===== config.mk =====
export PLATFORM = sky130hd
export DESIGN_NAME = sas_top
export DESIGN_NICKNAME = d
export VERILOG_FILES = /design/src/hw/sas_pkg.sv /design/src/hw/sas_top.sv
export SDC_FILE = /design/constraint.sdc
export NUM_CORES = 2
export LEC_CHECK = 0
export BUFFER_PORTS_ARGS = -buffer_cell sky130_fd_sc_hd__buf_2
export CAP_MARGIN = 20
export CORE_MARGIN = 5
export CORE_UTILIZATION = 25
export CTS_BUF_LIST = sky130_fd_sc_hd__clkbuf_4
export CTS_CLUSTER_SIZE = 8
export DETAILED_ROUTE_END_ITERATION = 16
export PLACE_DENSITY_LB_ADDON = 0.1
export RECOVER_POWER = 25
export SYNTH_ARGS = -nofsm -noshare
export SYNTH_HDL_FRONTEND = slang
export SYNTH_SLANG_ARGS = --single-unit

===== constraint.sdc =====
create_clock -name CLOCK_I -period 4.7 [get_ports CLOCK_I]
set_clock_uncertainty 0.05 [all_clocks]
set_input_delay 0 -clock CLOCK_I [delete_from_list [all_inputs] [get_ports CLOCK_I]]
set_output_delay 0 -clock CLOCK_I [all_outputs]
set_load 0.02 [all_outputs]

===== src/hw/sas_pkg.sv =====
// Package for the security access supervisor: map, layouts, reset values
package sas_pkg;

  // Register word offsets (byte addresses on the Avalon-MM slave)
  localparam logic [7:0] OFF_EVT_STATUS = 8'h00;
  localparam logic [7:0] OFF_EVT_REACT  = 8'h04;
  localparam logic [7:0] OFF_FAULT_STAT = 8'h08;
  localparam logic [7:0] OFF_BOOT_CTRL  = 8'h0C;
  localparam logic [7:0] OFF_LIFECYCLE  = 8'h10;
  localparam logic [7:0] OFF_AUTH_KEY   = 8'h14;
  localparam logic [7:0] OFF_OPR_SEL    = 8'h18;
  localparam logic [7:0] OFF_FLASH_WP   = 8'h1C;
  localparam logic [7:0] OFF_PART_BASE  = 8'h40;
  localparam logic [7:0] OFF_PART_ATTR  = 8'h80;

  // Register index field width within the map
  localparam int unsigned REG_ADDR_W = 8;

  // Reset values
  localparam logic [31:0] RST_EVT_REACT  = 32'hFFFF_FFFF;
  localparam logic [31:0] RST_OPR_SEL    = 32'h0000_0000;
  localparam logic [31:0] RST_FLASH_WP   = 32'h0000_0001;
  localparam logic [31:0] RST_PART_BASE  = 32'h0000_0000;
  localparam logic [31:0] RST_PART_LIMIT = 32'h0000_0000;
  localparam logic [1:0]  RST_PART_ATTR  = 2'h0;
  localparam logic        RST_BOOT_FLASH = 1'b0;

  // Attribute bit positions
  localparam int unsigned ATTR_USER_RD = 0;
  localparam int unsigned ATTR_USER_WR = 1;

  // Fault status bit positions
  localparam int unsigned FLT_PROHIB  = 0;
  localparam int unsigned FLT_INVALID = 1;
  localparam int unsigned FLT_EXEC    = 2;
  localparam int unsigned FLT_FWP     = 3;
  localparam int unsigned FLT_SFR     = 4;
  localparam int unsigned FLT_TRACE   = 5;

  // Address map of memories seen on the core bus
  localparam logic [31:0] MASK_BASE  = 32'h0000_0000;
  localparam logic [31:0] MASK_LIM   = 32'h0000_FFFF;
  localparam logic [31:0] FLASH_BASE = 32'h1000_0000;
  localparam logic [31:0] FLASH_LIM  = 32'h100F_FFFF;
  localparam logic [31:0] RAM_BASE   = 32'h2000_0000;
  localparam logic [31:0] RAM_LIM    = 32'h2000_3FFF;
  localparam logic [31:0] TRACE_BASE = 32'h100F_F000;
  localparam logic [31:0] TRACE_LIM  = 32'h100F_FFFF;
  localparam logic [31:0] BOOT_MASK_VEC  = 32'h0000_0000;
  localparam logic [31:0] BOOT_FLASH_VEC = 32'h1000_0000;

  // Mask-memory region granule for the region selector: 16 regions
  localparam int unsigned OPR_SHIFT = 12;

  // Lifecycle states
  typedef enum logic [1:0] {
    SAS_LC_TEST_LOCKED,
    SAS_LC_TEST_OPEN,
    SAS_LC_NORMAL
  } sas_lc_e;

  // One core memory access under check
  typedef struct packed {
    logic        req;
    logic        wr;
    logic        fetch;
    logic        priv;
    logic [31:0] addr;
  } sas_mreq_s;

  // Verdict returned in the same cycle
  typedef struct packed {
    logic grant;
    logic fault;
  } sas_mrsp_s;

endpackage : sas_pkg


===== src/hw/sas_top.sv =====
// Security access supervisor: detectors, partitions, boot select, lifecycle
`timescale 1ns/1ps
module sas_top #(
  parameter int unsigned       N_DET    = 8,
  parameter int unsigned       N_PART   = 4,
  parameter logic [31:0]       AUTH_KEY = 32'h5A5A_C3C3 // Arbitrary value
) (
  input  wire logic                 CLOCK_I,
  input  wire logic                 RSTN_I,
  input  wire logic [N_DET-1:0]     DET_EVENT_I,
  input  wire logic                 PHYS_ATTACK_I,
  input  wire logic                 MEM_REQ_I,
  input  wire logic                 MEM_WR_I,
  input  wire logic                 MEM_FETCH_I,
  input  wire logic                 MEM_PRIV_I,
  input  wire logic [31:0]          MEM_ADDR_I,
  output logic                      MEM_GRANT_O,
  output logic                      MEM_FAULT_O,
  input  wire logic [7:0]           AVS_ADDRESS_I,
  input  wire logic                 AVS_READ_I,
  input  wire logic                 AVS_WRITE_I,
  input  wire logic [31:0]          AVS_WRITEDATA_I,
  input  wire logic                 AVS_PRIV_I,
  output logic [31:0]               AVS_READDATA_O,
  output logic                      AVS_WAITREQUEST_O,
  output logic [1:0]                AVS_RESPONSE_O,
  output logic                      CHIP_RESET_O,
  output logic                      HALT_O,
  output logic [31:0]               BOOT_VECTOR_O,
  output logic                      TEST_MODE_O
);

  // Partition sets: low half cover flash, high half cover RAM
  localparam int unsigned NP2 = 2 * N_PART;
  // Top address bit of the mask-region index; 16 regions need four bits
  localparam int unsigned OPR_IDX_HI = sas_pkg::OPR_SHIFT + 3;

  typedef struct packed {
    logic [N_DET-1:0]        det_m;
    logic [N_DET-1:0]        det_s;
    logic [N_DET-1:0]        evt;
    logic [N_DET-1:0]        react;
    logic [5:0]              fault;
    logic                    boot_flash;
    logic                    boot_lock;
    sas_pkg::sas_lc_e        lc;
    logic [31:0]             opr_sel;
    logic                    fwp;
    logic [NP2-1:0][31:0]    base;
    logic [NP2-1:0][31:0]    limit;
    logic [NP2-1:0][1:0]     attr;
    logic                    atk_m;
    logic                    atk_s;
    logic                    halt;
    logic                    chip_rst;
    logic                    grant;
    logic                    mfault;
    logic                    waitreq;
    logic [31:0]             rdata;
    logic [1:0]              resp;
    logic                    test_mode;
    logic [31:0]             boot_vec;
  } sas_state_s;

  sas_state_s  s_q;
  sas_state_s  s_d;
  logic [N_DET-1:0] det_m3_q;
  logic        atk_m3_q;
  sas_pkg::sas_mreq_s mreq;
  sas_pkg::sas_mrsp_s mrsp;

  // Inclusive window test used by every partition and memory range
  function automatic logic in_range(input logic [31:0] a, input logic [31:0] lo,
                                    input logic [31:0] hi);
    in_range = (a >= lo) && (a <= hi);
  endfunction : in_range

  // Security registers need privilege; event and fault status are readable without it
  function automatic logic sfr_allowed(input logic [7:0] a, input logic priv,
                                       input logic wr);
    sfr_allowed = priv || (!wr && (a == sas_pkg::OFF_EVT_STATUS ||
                                   a == sas_pkg::OFF_FAULT_STAT));
  endfunction : sfr_allowed

  assign mreq = '{req: MEM_REQ_I, wr: MEM_WR_I, fetch: MEM_FETCH_I,
                  priv: MEM_PRIV_I, addr: MEM_ADDR_I};

  // Third stage of the pin synchronisers; reads only the second stage
  always_ff @(posedge CLOCK_I) begin
    if (!RSTN_I) begin
      det_m3_q <= '0;
      atk_m3_q <= 1'b0;
    end else begin
      det_m3_q <= s_q.det_s;
      atk_m3_q <= s_q.atk_s;
    end
  end

  // Memory access verdict, evaluated combinationally from the request
  always_comb begin
    logic       in_mask;
    logic       in_flash;
    logic       in_ram;
    logic       hit;
    logic [1:0] at;
    logic       deny;
    in_mask  = in_range(mreq.addr, sas_pkg::MASK_BASE, sas_pkg::MASK_LIM);
    in_flash = in_range(mreq.addr, sas_pkg::FLASH_BASE, sas_pkg::FLASH_LIM);
    in_ram   = in_range(mreq.addr, sas_pkg::RAM_BASE, sas_pkg::RAM_LIM);
    hit      = 1'b0;
    at       = 2'h0;
    // First matching partition of the right memory wins
    for (int i = NP2 - 1; i >= 0; i--) begin
      if (((i < N_PART) ? in_flash : in_ram) &&
          in_range(mreq.addr, s_q.base[i], s_q.limit[i])) begin
        hit = 1'b1;
        at  = s_q.attr[i];
      end
    end
    deny = 1'b0;
    mrsp.fault = 1'b0;
    if (!(in_mask || in_flash || in_ram)) begin
      deny = 1'b1;
    end else if (!mreq.priv) begin
      if (in_mask) begin
        deny = !s_q.opr_sel[mreq.addr[OPR_IDX_HI:sas_pkg::OPR_SHIFT]];
      end else begin
        // User mode outside any partition is prohibited
        deny = !hit || (mreq.wr ? !at[sas_pkg::ATTR_USER_WR]
                                : !at[sas_pkg::ATTR_USER_RD]);
      end
    end
    if (in_mask && mreq.wr) begin
      deny = 1'b1;
    end
    if (in_flash && mreq.wr && s_q.fwp) begin
      deny = 1'b1;
    end
    if (mreq.wr && s_q.lc == sas_pkg::SAS_LC_NORMAL &&
        in_range(mreq.addr, sas_pkg::TRACE_BASE, sas_pkg::TRACE_LIM)) begin
      deny = 1'b1;
    end
    // A halted core still gets an answer: every request is trapped
    mrsp.fault = mreq.req && (deny || s_q.halt);
    mrsp.grant = mreq.req && !deny && !s_q.halt;
  end

  // Next state: detectors, bus slave, lifecycle, verdict registers
  always_comb begin
    logic [7:0] a;
    logic       acc;
    logic       ok;
    logic       mapped;
    logic [31:0] rd;
    s_d    = s_q;
    a      = AVS_ADDRESS_I;
    acc    = (AVS_READ_I || AVS_WRITE_I) && s_q.waitreq;
    ok     = sfr_allowed(a, AVS_PRIV_I, AVS_WRITE_I);
    mapped = 1'b1;
    rd     = 32'h0000_0000;
    // Synchronise detector and shield pins; nothing can gate them
    s_d.det_m = DET_EVENT_I;
    s_d.det_s = s_q.det_m;
    s_d.atk_m = PHYS_ATTACK_I;
    s_d.atk_s = s_q.atk_m;
    // Read mux
    case (a)
      sas_pkg::OFF_EVT_STATUS: rd = 32'(s_q.evt);
      sas_pkg::OFF_EVT_REACT:  rd = 32'(s_q.react);
      sas_pkg::OFF_FAULT_STAT: rd = 32'(s_q.fault);
      sas_pkg::OFF_BOOT_CTRL:  rd = {30'h0, s_q.boot_lock, s_q.boot_flash};
      sas_pkg::OFF_LIFECYCLE:  rd = 32'(s_q.lc);
      sas_pkg::OFF_AUTH_KEY:   rd = 32'h0000_0000;
      sas_pkg::OFF_OPR_SEL:    rd = s_q.opr_sel;
      sas_pkg::OFF_FLASH_WP:   rd = {31'h0, s_q.fwp};
      default: begin
        mapped = 1'b0;
        for (int i = 0; i < NP2; i++) begin
          if (a == sas_pkg::OFF_PART_BASE + 8'(8 * i)) begin
            rd = s_q.base[i];
            mapped = 1'b1;
          end
          if (a == sas_pkg::OFF_PART_BASE + 8'(8 * i + 4)) begin
            rd = s_q.limit[i];
            mapped = 1'b1;
          end
          if (a == sas_pkg::OFF_PART_ATTR + 8'(4 * i)) begin
            rd = {30'h0, s_q.attr[i]};
            mapped = 1'b1;
          end
        end
      end
    endcase
    // Answer one cycle after the request, then re-arm waitrequest
    s_d.waitreq = 1'b1;
    s_d.resp    = 2'h0;
    if (acc) begin
      s_d.waitreq = 1'b0;
      s_d.rdata   = (ok && mapped && AVS_READ_I) ? rd : 32'h0000_0000;
      s_d.resp    = (ok && mapped) ? 2'h0 : 2'h2;
    end else if (!s_q.waitreq) begin
      s_d.rdata = 32'h0000_0000;
    end
    // Register writes, only when granted
    if (acc && AVS_WRITE_I && ok && mapped) begin
      case (a)
        sas_pkg::OFF_EVT_STATUS: s_d.evt = s_q.evt & ~AVS_WRITEDATA_I[N_DET-1:0];
        sas_pkg::OFF_EVT_REACT:  s_d.react = AVS_WRITEDATA_I[N_DET-1:0];
        sas_pkg::OFF_FAULT_STAT: s_d.fault = s_q.fault & ~AVS_WRITEDATA_I[5:0];
        sas_pkg::OFF_BOOT_CTRL: begin
          if (!s_q.boot_lock) begin
            s_d.boot_flash = AVS_WRITEDATA_I[0];
            s_d.boot_lock  = AVS_WRITEDATA_I[1];
          end
        end
        sas_pkg::OFF_LIFECYCLE: begin
          if (AVS_WRITEDATA_I[0]) begin
            s_d.lc = sas_pkg::SAS_LC_NORMAL;
          end
        end
        sas_pkg::OFF_AUTH_KEY: begin
          if (s_q.lc == sas_pkg::SAS_LC_TEST_LOCKED && AVS_WRITEDATA_I == AUTH_KEY) begin
            s_d.lc = sas_pkg::SAS_LC_TEST_OPEN;
          end
        end
        sas_pkg::OFF_OPR_SEL:  s_d.opr_sel = AVS_WRITEDATA_I;
        sas_pkg::OFF_FLASH_WP: s_d.fwp = AVS_WRITEDATA_I[0];
        default: begin
          for (int i = 0; i < NP2; i++) begin
            if (a == sas_pkg::OFF_PART_BASE + 8'(8 * i)) begin
              s_d.base[i] = AVS_WRITEDATA_I;
            end
            if (a == sas_pkg::OFF_PART_BASE + 8'(8 * i + 4)) begin
              s_d.limit[i] = AVS_WRITEDATA_I;
            end
            if (a == sas_pkg::OFF_PART_ATTR + 8'(4 * i)) begin
              s_d.attr[i] = AVS_WRITEDATA_I[1:0];
            end
          end
        end
      endcase
    end
    // Normal mode is sticky: no write path leaves it
    if (s_q.lc == sas_pkg::SAS_LC_NORMAL) begin
      s_d.lc = sas_pkg::SAS_LC_NORMAL;
    end
    // Events set after the clear so a same-cycle event survives
    for (int i = 0; i < N_DET; i++) begin
      if (s_q.det_s[i] && det_m3_q[i]) begin
        s_d.evt[i] = 1'b1;
      end
    end
    // Reaction: reset held while an event bit is set for a detector set to reset; attack always halts
    s_d.chip_rst = |(s_q.evt & s_q.react);
    if (s_q.atk_s && atk_m3_q) begin
      s_d.halt = 1'b1;
    end
    if (s_q.halt) begin
      s_d.chip_rst = 1'b1;
    end
    // Record memory faults, sticky
    if (mrsp.fault) begin
      s_d.fault[sas_pkg::FLT_PROHIB] = 1'b1;
      if (!(in_range(mreq.addr, sas_pkg::MASK_BASE, sas_pkg::MASK_LIM) ||
            in_range(mreq.addr, sas_pkg::FLASH_BASE, sas_pkg::FLASH_LIM) ||
            in_range(mreq.addr, sas_pkg::RAM_BASE, sas_pkg::RAM_LIM))) begin
        s_d.fault[sas_pkg::FLT_INVALID] = 1'b1;
      end
      if (mreq.fetch && in_range(mreq.addr, sas_pkg::FLASH_BASE, sas_pkg::FLASH_LIM)) begin
        s_d.fault[sas_pkg::FLT_EXEC] = 1'b1;
      end
      if (mreq.wr && in_range(mreq.addr, sas_pkg::FLASH_BASE, sas_pkg::FLASH_LIM)) begin
        s_d.fault[sas_pkg::FLT_FWP] = 1'b1;
      end
    end
    if (acc && !(ok && mapped)) begin
      s_d.fault[sas_pkg::FLT_SFR] = 1'b1;
    end
    // Decoded outputs taken from next state so they keep their old timing
    s_d.test_mode = (s_d.lc == sas_pkg::SAS_LC_TEST_OPEN);
    s_d.boot_vec  = s_d.boot_flash ? sas_pkg::BOOT_FLASH_VEC
                                   : sas_pkg::BOOT_MASK_VEC;
    s_d.grant  = mrsp.grant;
    s_d.mfault = mrsp.fault;
  end

  // State register with fixed defaults on reset
  always_ff @(posedge CLOCK_I) begin
    if (!RSTN_I) begin
      s_q            <= '0;
      s_q.react      <= sas_pkg::RST_EVT_REACT[N_DET-1:0];
      s_q.opr_sel    <= sas_pkg::RST_OPR_SEL;
      s_q.fwp        <= sas_pkg::RST_FLASH_WP[0];
      s_q.boot_flash <= sas_pkg::RST_BOOT_FLASH;
      s_q.boot_vec   <= sas_pkg::RST_BOOT_FLASH ? sas_pkg::BOOT_FLASH_VEC
                                                : sas_pkg::BOOT_MASK_VEC;
      s_q.lc         <= sas_pkg::SAS_LC_TEST_LOCKED;
      s_q.waitreq    <= 1'b1;
      for (int i = 0; i < NP2; i++) begin
        s_q.base[i]  <= sas_pkg::RST_PART_BASE;
        s_q.limit[i] <= sas_pkg::RST_PART_LIMIT;
        s_q.attr[i]  <= sas_pkg::RST_PART_ATTR;
      end
    end else begin
      s_q <= s_d;
    end
  end

  // Outputs straight from state flops
  assign MEM_GRANT_O       = s_q.grant;
  assign MEM_FAULT_O       = s_q.mfault;
  assign AVS_READDATA_O    = s_q.rdata;
  assign AVS_WAITREQUEST_O = s_q.waitreq;
  assign AVS_RESPONSE_O    = s_q.resp;
  assign CHIP_RESET_O      = s_q.chip_rst;
  assign HALT_O            = s_q.halt;
  assign TEST_MODE_O       = s_q.test_mode;
  assign BOOT_VECTOR_O     = s_q.boot_vec;

  // Assertions
  normal_sticky_a: assert property (@(posedge CLOCK_I) disable iff (!RSTN_I)
    s_q.lc == sas_pkg::SAS_LC_NORMAL |=> s_q.lc == sas_pkg::SAS_LC_NORMAL)
    else $error("normal mode left");
  no_test_normal_a: assert property (@(posedge CLOCK_I) disable iff (!RSTN_I)
    $past(s_q.lc) == sas_pkg::SAS_LC_NORMAL |-> !TEST_MODE_O)
    else $error("test mode after normal");
  fault_no_grant_a: assert property (@(posedge CLOCK_I) disable iff (!RSTN_I)
    MEM_FAULT_O |-> !MEM_GRANT_O)
    else $error("faulted access granted");
  flash_wp_a: assert property (@(posedge CLOCK_I) disable iff (!RSTN_I)
    MEM_REQ_I && MEM_WR_I && s_q.fwp && MEM_ADDR_I >= sas_pkg::FLASH_BASE &&
    MEM_ADDR_I <= sas_pkg::FLASH_LIM |=> MEM_FAULT_O && !MEM_GRANT_O)
    else $error("protected flash write passed");
  invalid_addr_a: assert property (@(posedge CLOCK_I) disable iff (!RSTN_I)
    MEM_REQ_I && MEM_ADDR_I > sas_pkg::RAM_LIM |=> s_q.fault[sas_pkg::FLT_INVALID])
    else $error("invalid address not flagged");
  event_latch_a: assert property (@(posedge CLOCK_I) disable iff (!RSTN_I)
    s_q.det_s[0] && det_m3_q[0] |=> s_q.evt[0])
    else $error("detector event lost");
  react_reset_a: assert property (@(posedge CLOCK_I) disable iff (!RSTN_I)
    (s_q.evt[0] && s_q.react[0]) |=> CHIP_RESET_O)
    else $error("reset reaction missing");
  attack_halt_a: assert property (@(posedge CLOCK_I) disable iff (!RSTN_I)
    s_q.halt |=> HALT_O [*2] ##0 CHIP_RESET_O)
    else $error("halt released");
  bus_answer_a: assert property (@(posedge CLOCK_I) disable iff (!RSTN_I)
    (AVS_READ_I || AVS_WRITE_I) |-> ##[0:1] !AVS_WAITREQUEST_O)
    else $error("bus answer late");
  user_sfr_a: assert property (@(posedge CLOCK_I) disable iff (!RSTN_I)
    AVS_WRITE_I && !AVS_PRIV_I && AVS_WAITREQUEST_O |=> AVS_RESPONSE_O == 2'h2)
    else $error("user sfr write accepted");
  cov_fault_c:   cover property (@(posedge CLOCK_I) MEM_FAULT_O);
  cov_normal_c:  cover property (@(posedge CLOCK_I) s_q.lc == sas_pkg::SAS_LC_NORMAL);
  cov_testopn_c: cover property (@(posedge CLOCK_I) TEST_MODE_O);
  cov_reset_c:   cover property (@(posedge CLOCK_I) CHIP_RESET_O);

endmodule : sas_top


Word-level counts from Yosys, hierarchy flattened
Cells that the tools add are included.

storage, ports and cells
  bits of input ports = 90
  output and inout port bits = 72
  logic and storage cells = 380
  register bits = 686

operators by class
  reductions and logical operators = 126
  bitwise logic cells = 6
  order comparisons = 24
  equality and inequality tests = 35
  multiplexer cells = 132

operator list
  operator                                                          number
  two-way mux 32 bit                                                44
  two-way mux 587 bit                                               1
  two-way mux 528 bit                                               1
  >= comparator 32 bit                                              8
  less-or-equal comparator 32 bit                                   8
  one-hot mux 32 bit (8 select lines)                               1
  == test 8 x 7 -> 1 bit, second input constant                     16
  AND reduction 3 bit                                               24
  == test 8 bit, second input constant                              8
  >= comparator 32 x 29 -> 1 bit, second input constant             2
  two-way mux 1 bit                                                 56
  logical AND 1 bit                                                 47
  two-way mux 2 bit                                                 22
  nonzero test 2 bit                                                20
  == test 32 x 31 -> 1 bit, second input constant                   1
  == test 8 x 5 -> 1 bit, second input constant                     4
  >= comparator 32 x 1 -> 1 bit, second input constant              1
  >= comparator 32 x 30 -> 1 bit, second input constant             1
  less-or-equal comparator 32 x 16 -> 1 bit, second input constant  1
  less-or-equal comparator 32 x 29 -> 1 bit, second input constant  1
  less-or-equal comparator 32 x 30 -> 1 bit, second input constant  1
  AND reduction 2 bit                                               16
  two-way mux 29 bit                                                1
  AND 8 bit                                                         2
  20 further kinds                                                  36

Depth between registers and ports, before layout
  depth in word-level cells = 31
  gate-level depth with buffers = 14

Worst setup path before layout
Ideal clock, no wire load.

  kind = reg2reg
  start point = register s_q[247] in the netlist's numbering
  end point = register s_q, in the netlist MEM_FAULT_O
  data arrival time = 2.754 ns
  data required time = 4.513 ns
  setup slack = 1.759 ns
  period minus slack after synthesis = 2.941 ns
  stages on the path, launching flop included = 13
  cells stage by stage = dfxtp_1 inv_1 ha_1 nand4_1 nor4_1 and4_1 a31oi_1 a311oi_1 a21boi_0 a311o_1 a21oi_1 o31ai_2 a21oi_1

on the way
  word-level cells in the longest chain between the ends = 19
  elaborated cells between the ends (all ways) = 26
  classes of those cells = order compare (1); mux (17); reduce/logical (8)

ends and longest elaborated chain
  element                             RTL line                        source
  from (decl)                         sas_top.sv:65                   sas_state_s s_q;
  less-or-equal comparator 32 bit *   sas_top.sv:75                   in_range = (a >= lo) && (a <= hi);
  logical AND 1 bit *                 sas_top.sv:75
  logical AND 1 bit *                 sas_top.sv:114                  if (((i < N_PART) ? in_flash : in_ram) &&
  two-way mux 2 bit (5 in series)     sas_top.sv:114
  zero test 1 bit (on tied branches)  sas_top.sv:130, sas_top.sv:129
  two-way mux 1 bit                   sas_top.sv:129                  deny = !hit || (mreq.wr ? !at[sas_pkg::ATTR_USER_WR]
  logical OR 1 bit *                  sas_top.sv:129
  two-way mux 1 bit *                 sas_top.sv:125                  if (in_mask) begin
  two-way mux 1 bit *                 sas_top.sv:124                  end else if (!mreq.priv) begin
  two-way mux 1 bit *                 sas_top.sv:122                  if (!(in_mask || in_flash || in_ram)) begin
  two-way mux 1 bit *                 sas_top.sv:133                  if (in_mask && mreq.wr) begin
  two-way mux 1 bit *                 sas_top.sv:136                  if (in_flash && mreq.wr && s_q.fwp) begin
  two-way mux 1 bit *                 sas_top.sv:139                  if (mreq.wr && s_q.lc == sas_pkg::SAS_LC_NORMAL &&
  logical OR 1 bit *                  sas_top.sv:144                  mrsp.fault = mreq.req && (deny || s_q.halt);
  logical AND 1 bit *                 sas_top.sv:144

Every way passes the cells marked *; elsewhere a longest branch is shown, timed or not.
A chain may end at the register's enable or synchronous reset.

Worst setup path in the final report
  start point = register s_q[120] in the netlist's numbering
  end point = register s_q[639] in the netlist's numbering

on the way
  word-level cells in the longest chain between the ends = 17
  elaborated cells between the ends (all ways) = 22
  classes of those cells = order compare (1); mux (10); reduce/logical (11)

ends and longest elaborated chain
  element                             RTL line
  less-or-equal comparator 32 bit *   sas_top.sv:75
  logical AND 1 bit *                 sas_top.sv:75
  logical AND 1 bit *                 sas_top.sv:114
  two-way mux 2 bit                   sas_top.sv:114
  zero test 1 bit (on tied branches)  sas_top.sv:130, sas_top.sv:129
  two-way mux 1 bit                   sas_top.sv:129
  logical OR 1 bit *                  sas_top.sv:129
  two-way mux 1 bit *                 sas_top.sv:125
  two-way mux 1 bit *                 sas_top.sv:124
  two-way mux 1 bit *                 sas_top.sv:122
  two-way mux 1 bit *                 sas_top.sv:133
  two-way mux 1 bit *                 sas_top.sv:136
  two-way mux 1 bit *                 sas_top.sv:139
  logical OR 1 bit *                  sas_top.sv:144
  logical AND 1 bit *                 sas_top.sv:144
  nonzero test 2 bit (no line)        n/a
  AND reduction 2 bit (no line)       n/a

Marks and branches as above.

==> metrics <==
most frequent cell after synthesis=nand2_1; Non-Filler Instances=around 8.1k; Seq pwr share=0.434; total track usage=0.216; min Tclk post-route=4.55 ns; I/O Buffers=129; Psw=3.75 mW; CTS tree=done; initial core utilization=0.252; Vias/cell=5.01; Synth Instances=5519; largest net degree at the start of global routing=122; Final Wtd Congestion=0.871; Multi-input gate area=0.0243 mm2; Most used DFF post-synth=dfxtp_1; H-Tree Depth=4; post-route clock period utilization=0.968; P_int=a little over 9 mW; Worst EP arrival=5.61 ns; max incr delay on CP=0.83 ns; sequential area share after synthesis=0.319; DR vias=40.6k; unrepaired setup endpoints after global routing=false; Yosys top cell area share=0.319; final wirelength=between 150000 and 200000 um; DIE AREA=roughly 0.17 mm2; Sw Ratio=0.293; total gr overflow=0; Residual DRC=0; flop2flop setup slack=0.15 ns; Layout Nets=6383; number of synthesized flops with an enable pin=0; final setup fails=0; WHS Path Cells=4; ranking of synthesized cells by area=dfxtp_1 32%, ha_1 16%, nand2_1 12%; Crit path required time=5.76 ns; per-cell routed wire length=23.7 um; failing checks=max-capacitance violations, max-slew violations; r2r worst-path depth=13; cell taking the most area after synthesis=dfxtp_1; fin. max-slew vios=approximately 180; total CTS buffers=about 200; max-cap violation count=1; Core ar.=about 0.16 mm2; Power per Cell Area=267 mW/mm2; Worst Tran Pin Value=2.68 ns; drt first pass iters=6; Hold WC Path Type=in2reg; Startpoint Class=flip-flop; Leakage=16.4 nW; die height=415 um; clock root buffer=clkbuf_4; CP Capture Type=flip-flop; worst setup path category=reg2reg; Die W=415 um; reg-to-reg endpoint=s_q[639]; Async SR Flop Fraction=0; Max clock buf depth=3; CP cell instances=inv_1 > ha_1 > nand3_1 > or4_1 > nor3_1 > nand2_1 > nor4_1 > inv_1 > a211o_1 > a21oi_4 > a32oi_1 > dlygate4sd3_1 > o21ai_1; row cnt=approximately 150; vias in the first global route=39.6k; synthesis-to-layout area growth=16.9%; Seq cells post-synth=about 650; R2R Path Start=s_q[120]; YS warnings=0; status=complete, but fails checks; most frequent cells after synthesis=1291 x nand2_1, 733 x a21oi_1, 653 x dfxtp_1, 530 x inv_1, 512 x ha_1; placed cell count=7584; library cells used by synthesis=85; synthesized area per cell=7.42 um2; Max FO, Critical Path=4; fin util=0.294; final hold violation count=0; Worst path most repeated cell=inv_1; Peak Freq=220 MHz; Antenna Violating Nets Remaining=0; Fillers=17.8k; io pins=between 150 and 200; WHS Endpoint=AVS_WAITREQUEST_O; layout cells sized above 1=0.0992; antenna violations before repair=8; clock latency on the worst-skew pair=1.23 ns; Slew headroom=-0.786; Post-DP HPWL=about 140000 um; first-pass GRT wire length=277000 um; critical path's slowest cell=nor4_1; total negative slack=0 ns; synthesized cell area=0.0410 mm2; register area=0.0131 mm2; Initial DRC Count=3179; Worst VDD drop=201 uV; combinational share of power=0.106; Clock Power Share=0.460; clock sinks=653; clk slew on worst S/H paths=approximately 0.07 ns; Hold Path Origin=AVS_WRITE_I
[per-layer routing]
metal  wire (um)  global-route usage
met1       85500               0.282
met2       90300               0.360
met3        9170              0.0315
met4        7030              0.0799
met5           7                   0
[layout by cell type (no fill, tap or decap), types with 20 or more instances in the layout]
master	count
nor4_1	28
buf_2	87
dfxtp_1	653
inv_1	530
buf_4	113
o21a_1	21
clkinv_1	30
nor2_1	196
a22oi_1	111
nor3_1	31
nand4_1	96
clkbuf_4	302
clkbuf_1	45
and3_1	20
ha_1	512
nand2_1	1291
conb_1	32
o21ai_0	140
a222oi_1	58
a221oi_1	40
dlygate4sd3_1	161
a21oi_1	733
nor2b_1	22
nand3_1	131
o22ai_1	38
a211oi_1	68
o211ai_1	57
a21o_1	39
and2_1	29
[what timing repair did]
| action | 4_1_cts | 5_1_grt |
|---|---|---|
| buffers inserted | 0 | 0 |
| hold endpoints to repair | 653 | 0 |
| gates resized for setup | 0 | 1 |
| endpoints found under the setup margin | 0 | 1 |
| hold buffers | 164 | 0 |
[kinds of logic after synthesis]
kind of cell | synth area share
multiplexers | 0.00644
AND/OR/NAND/NOR | 0.207
other | 0.0000915
buffers and inverters | 0.0938
adder cells (fa/ha/maj) | 0.156
AO/OA/AOI/OAI | 0.217
flip-flops | 0.319
[worst max-delay path, delay by kind of cell, from the launching register on]
kind | cells | cell delay, ns
adder cells (fa/ha/maj) | 1 | 0.28
AO/OA/AOI/OAI | 4 | 0.69
flip-flops | 1 | 0.35
AND/OR/NAND/NOR | 5 | 2.31
buffers and inverters | 3 | 0.77
[worst max path at each step]
stage / start / endpoint / slack, ns / cells after the start
6_report: s_q[120] / s_q[639] / 0.15 / 13
4_1_cts: AVS_ADDRESS_I[4] / s_q[640] / 0.26 / 14
3_3_place_gp: MEM_ADDR_I[29] / MEM_FAULT_O / 0.36 / 11
2_1_floorplan: s_q[247] / MEM_FAULT_O / 1.76 / 12
5_1_grt: s_q[120] / s_q[639] / 0.08 / 13
3_5_place_dp: MEM_ADDR_I[29] / MEM_FAULT_O / 0.41 / 11
[registers in the layout, summed over array words and instances (netlist names)]
name	cells
s_q	595
AVS_READDATA_O	32
s_d	9
det_m3_q	8
AVS_RESPONSE_O	1
AVS_WAITREQUEST_O	1
BOOT_VECTOR_O	1
CHIP_RESET_O	1
HALT_O	1
MEM_FAULT_O	1
MEM_GRANT_O	1
TEST_MODE_O	1
atk_m3_q	1
[metrics by stage]
| stage | worst slack (ns) | area [um2] | hold WS [ns] | power (mW) |
|---|---|---|---|---|
| after floorplan | 1.76 | 41100 | 0.0773 | 6.37 |
| final | 0.151 | 47900 | 0.123 | 12.8 |
| after global routing | 0.0845 | 47900 | 0.0680 | 13.5 |
| after CTS | 0.262 | 48000 | 0.000875 | 13.0 |
| after detailed placement | 0.415 | 43800 | 0.160 | 6.92 |
| after global placement | 0.359 | 43800 | 0.158 | 6.92 |
[layout make-up]
| type | count | share of cell area |
|---|---|---|
| timing repair buffer | 426 | 0.0693 |
| tap | 2175 | 0.0568 |
| clock buffer | 297 | 0.0465 |
| inverter | 531 | 0.0417 |
| antenna | 12 | 0.000627 |
| multi-input combinational | 3965 | 0.506 |
| clock inverter | 44 | 0.00601 |
| sequential | 653 | 0.273 |
[power by group through the flow]
stage          Sequential, mW  Clock [mW]  Combinational [mW]
6_report                 5.56        5.89                1.36
4_1_cts                  5.56        6.11                1.36
3_5_place_dp             5.68           0                1.24
3_3_place_gp             5.68           0                1.24
5_1_grt                  5.56        6.42                1.48
2_1_floorplan            5.68           0               0.695
Power figures use the tool's default switching activity.
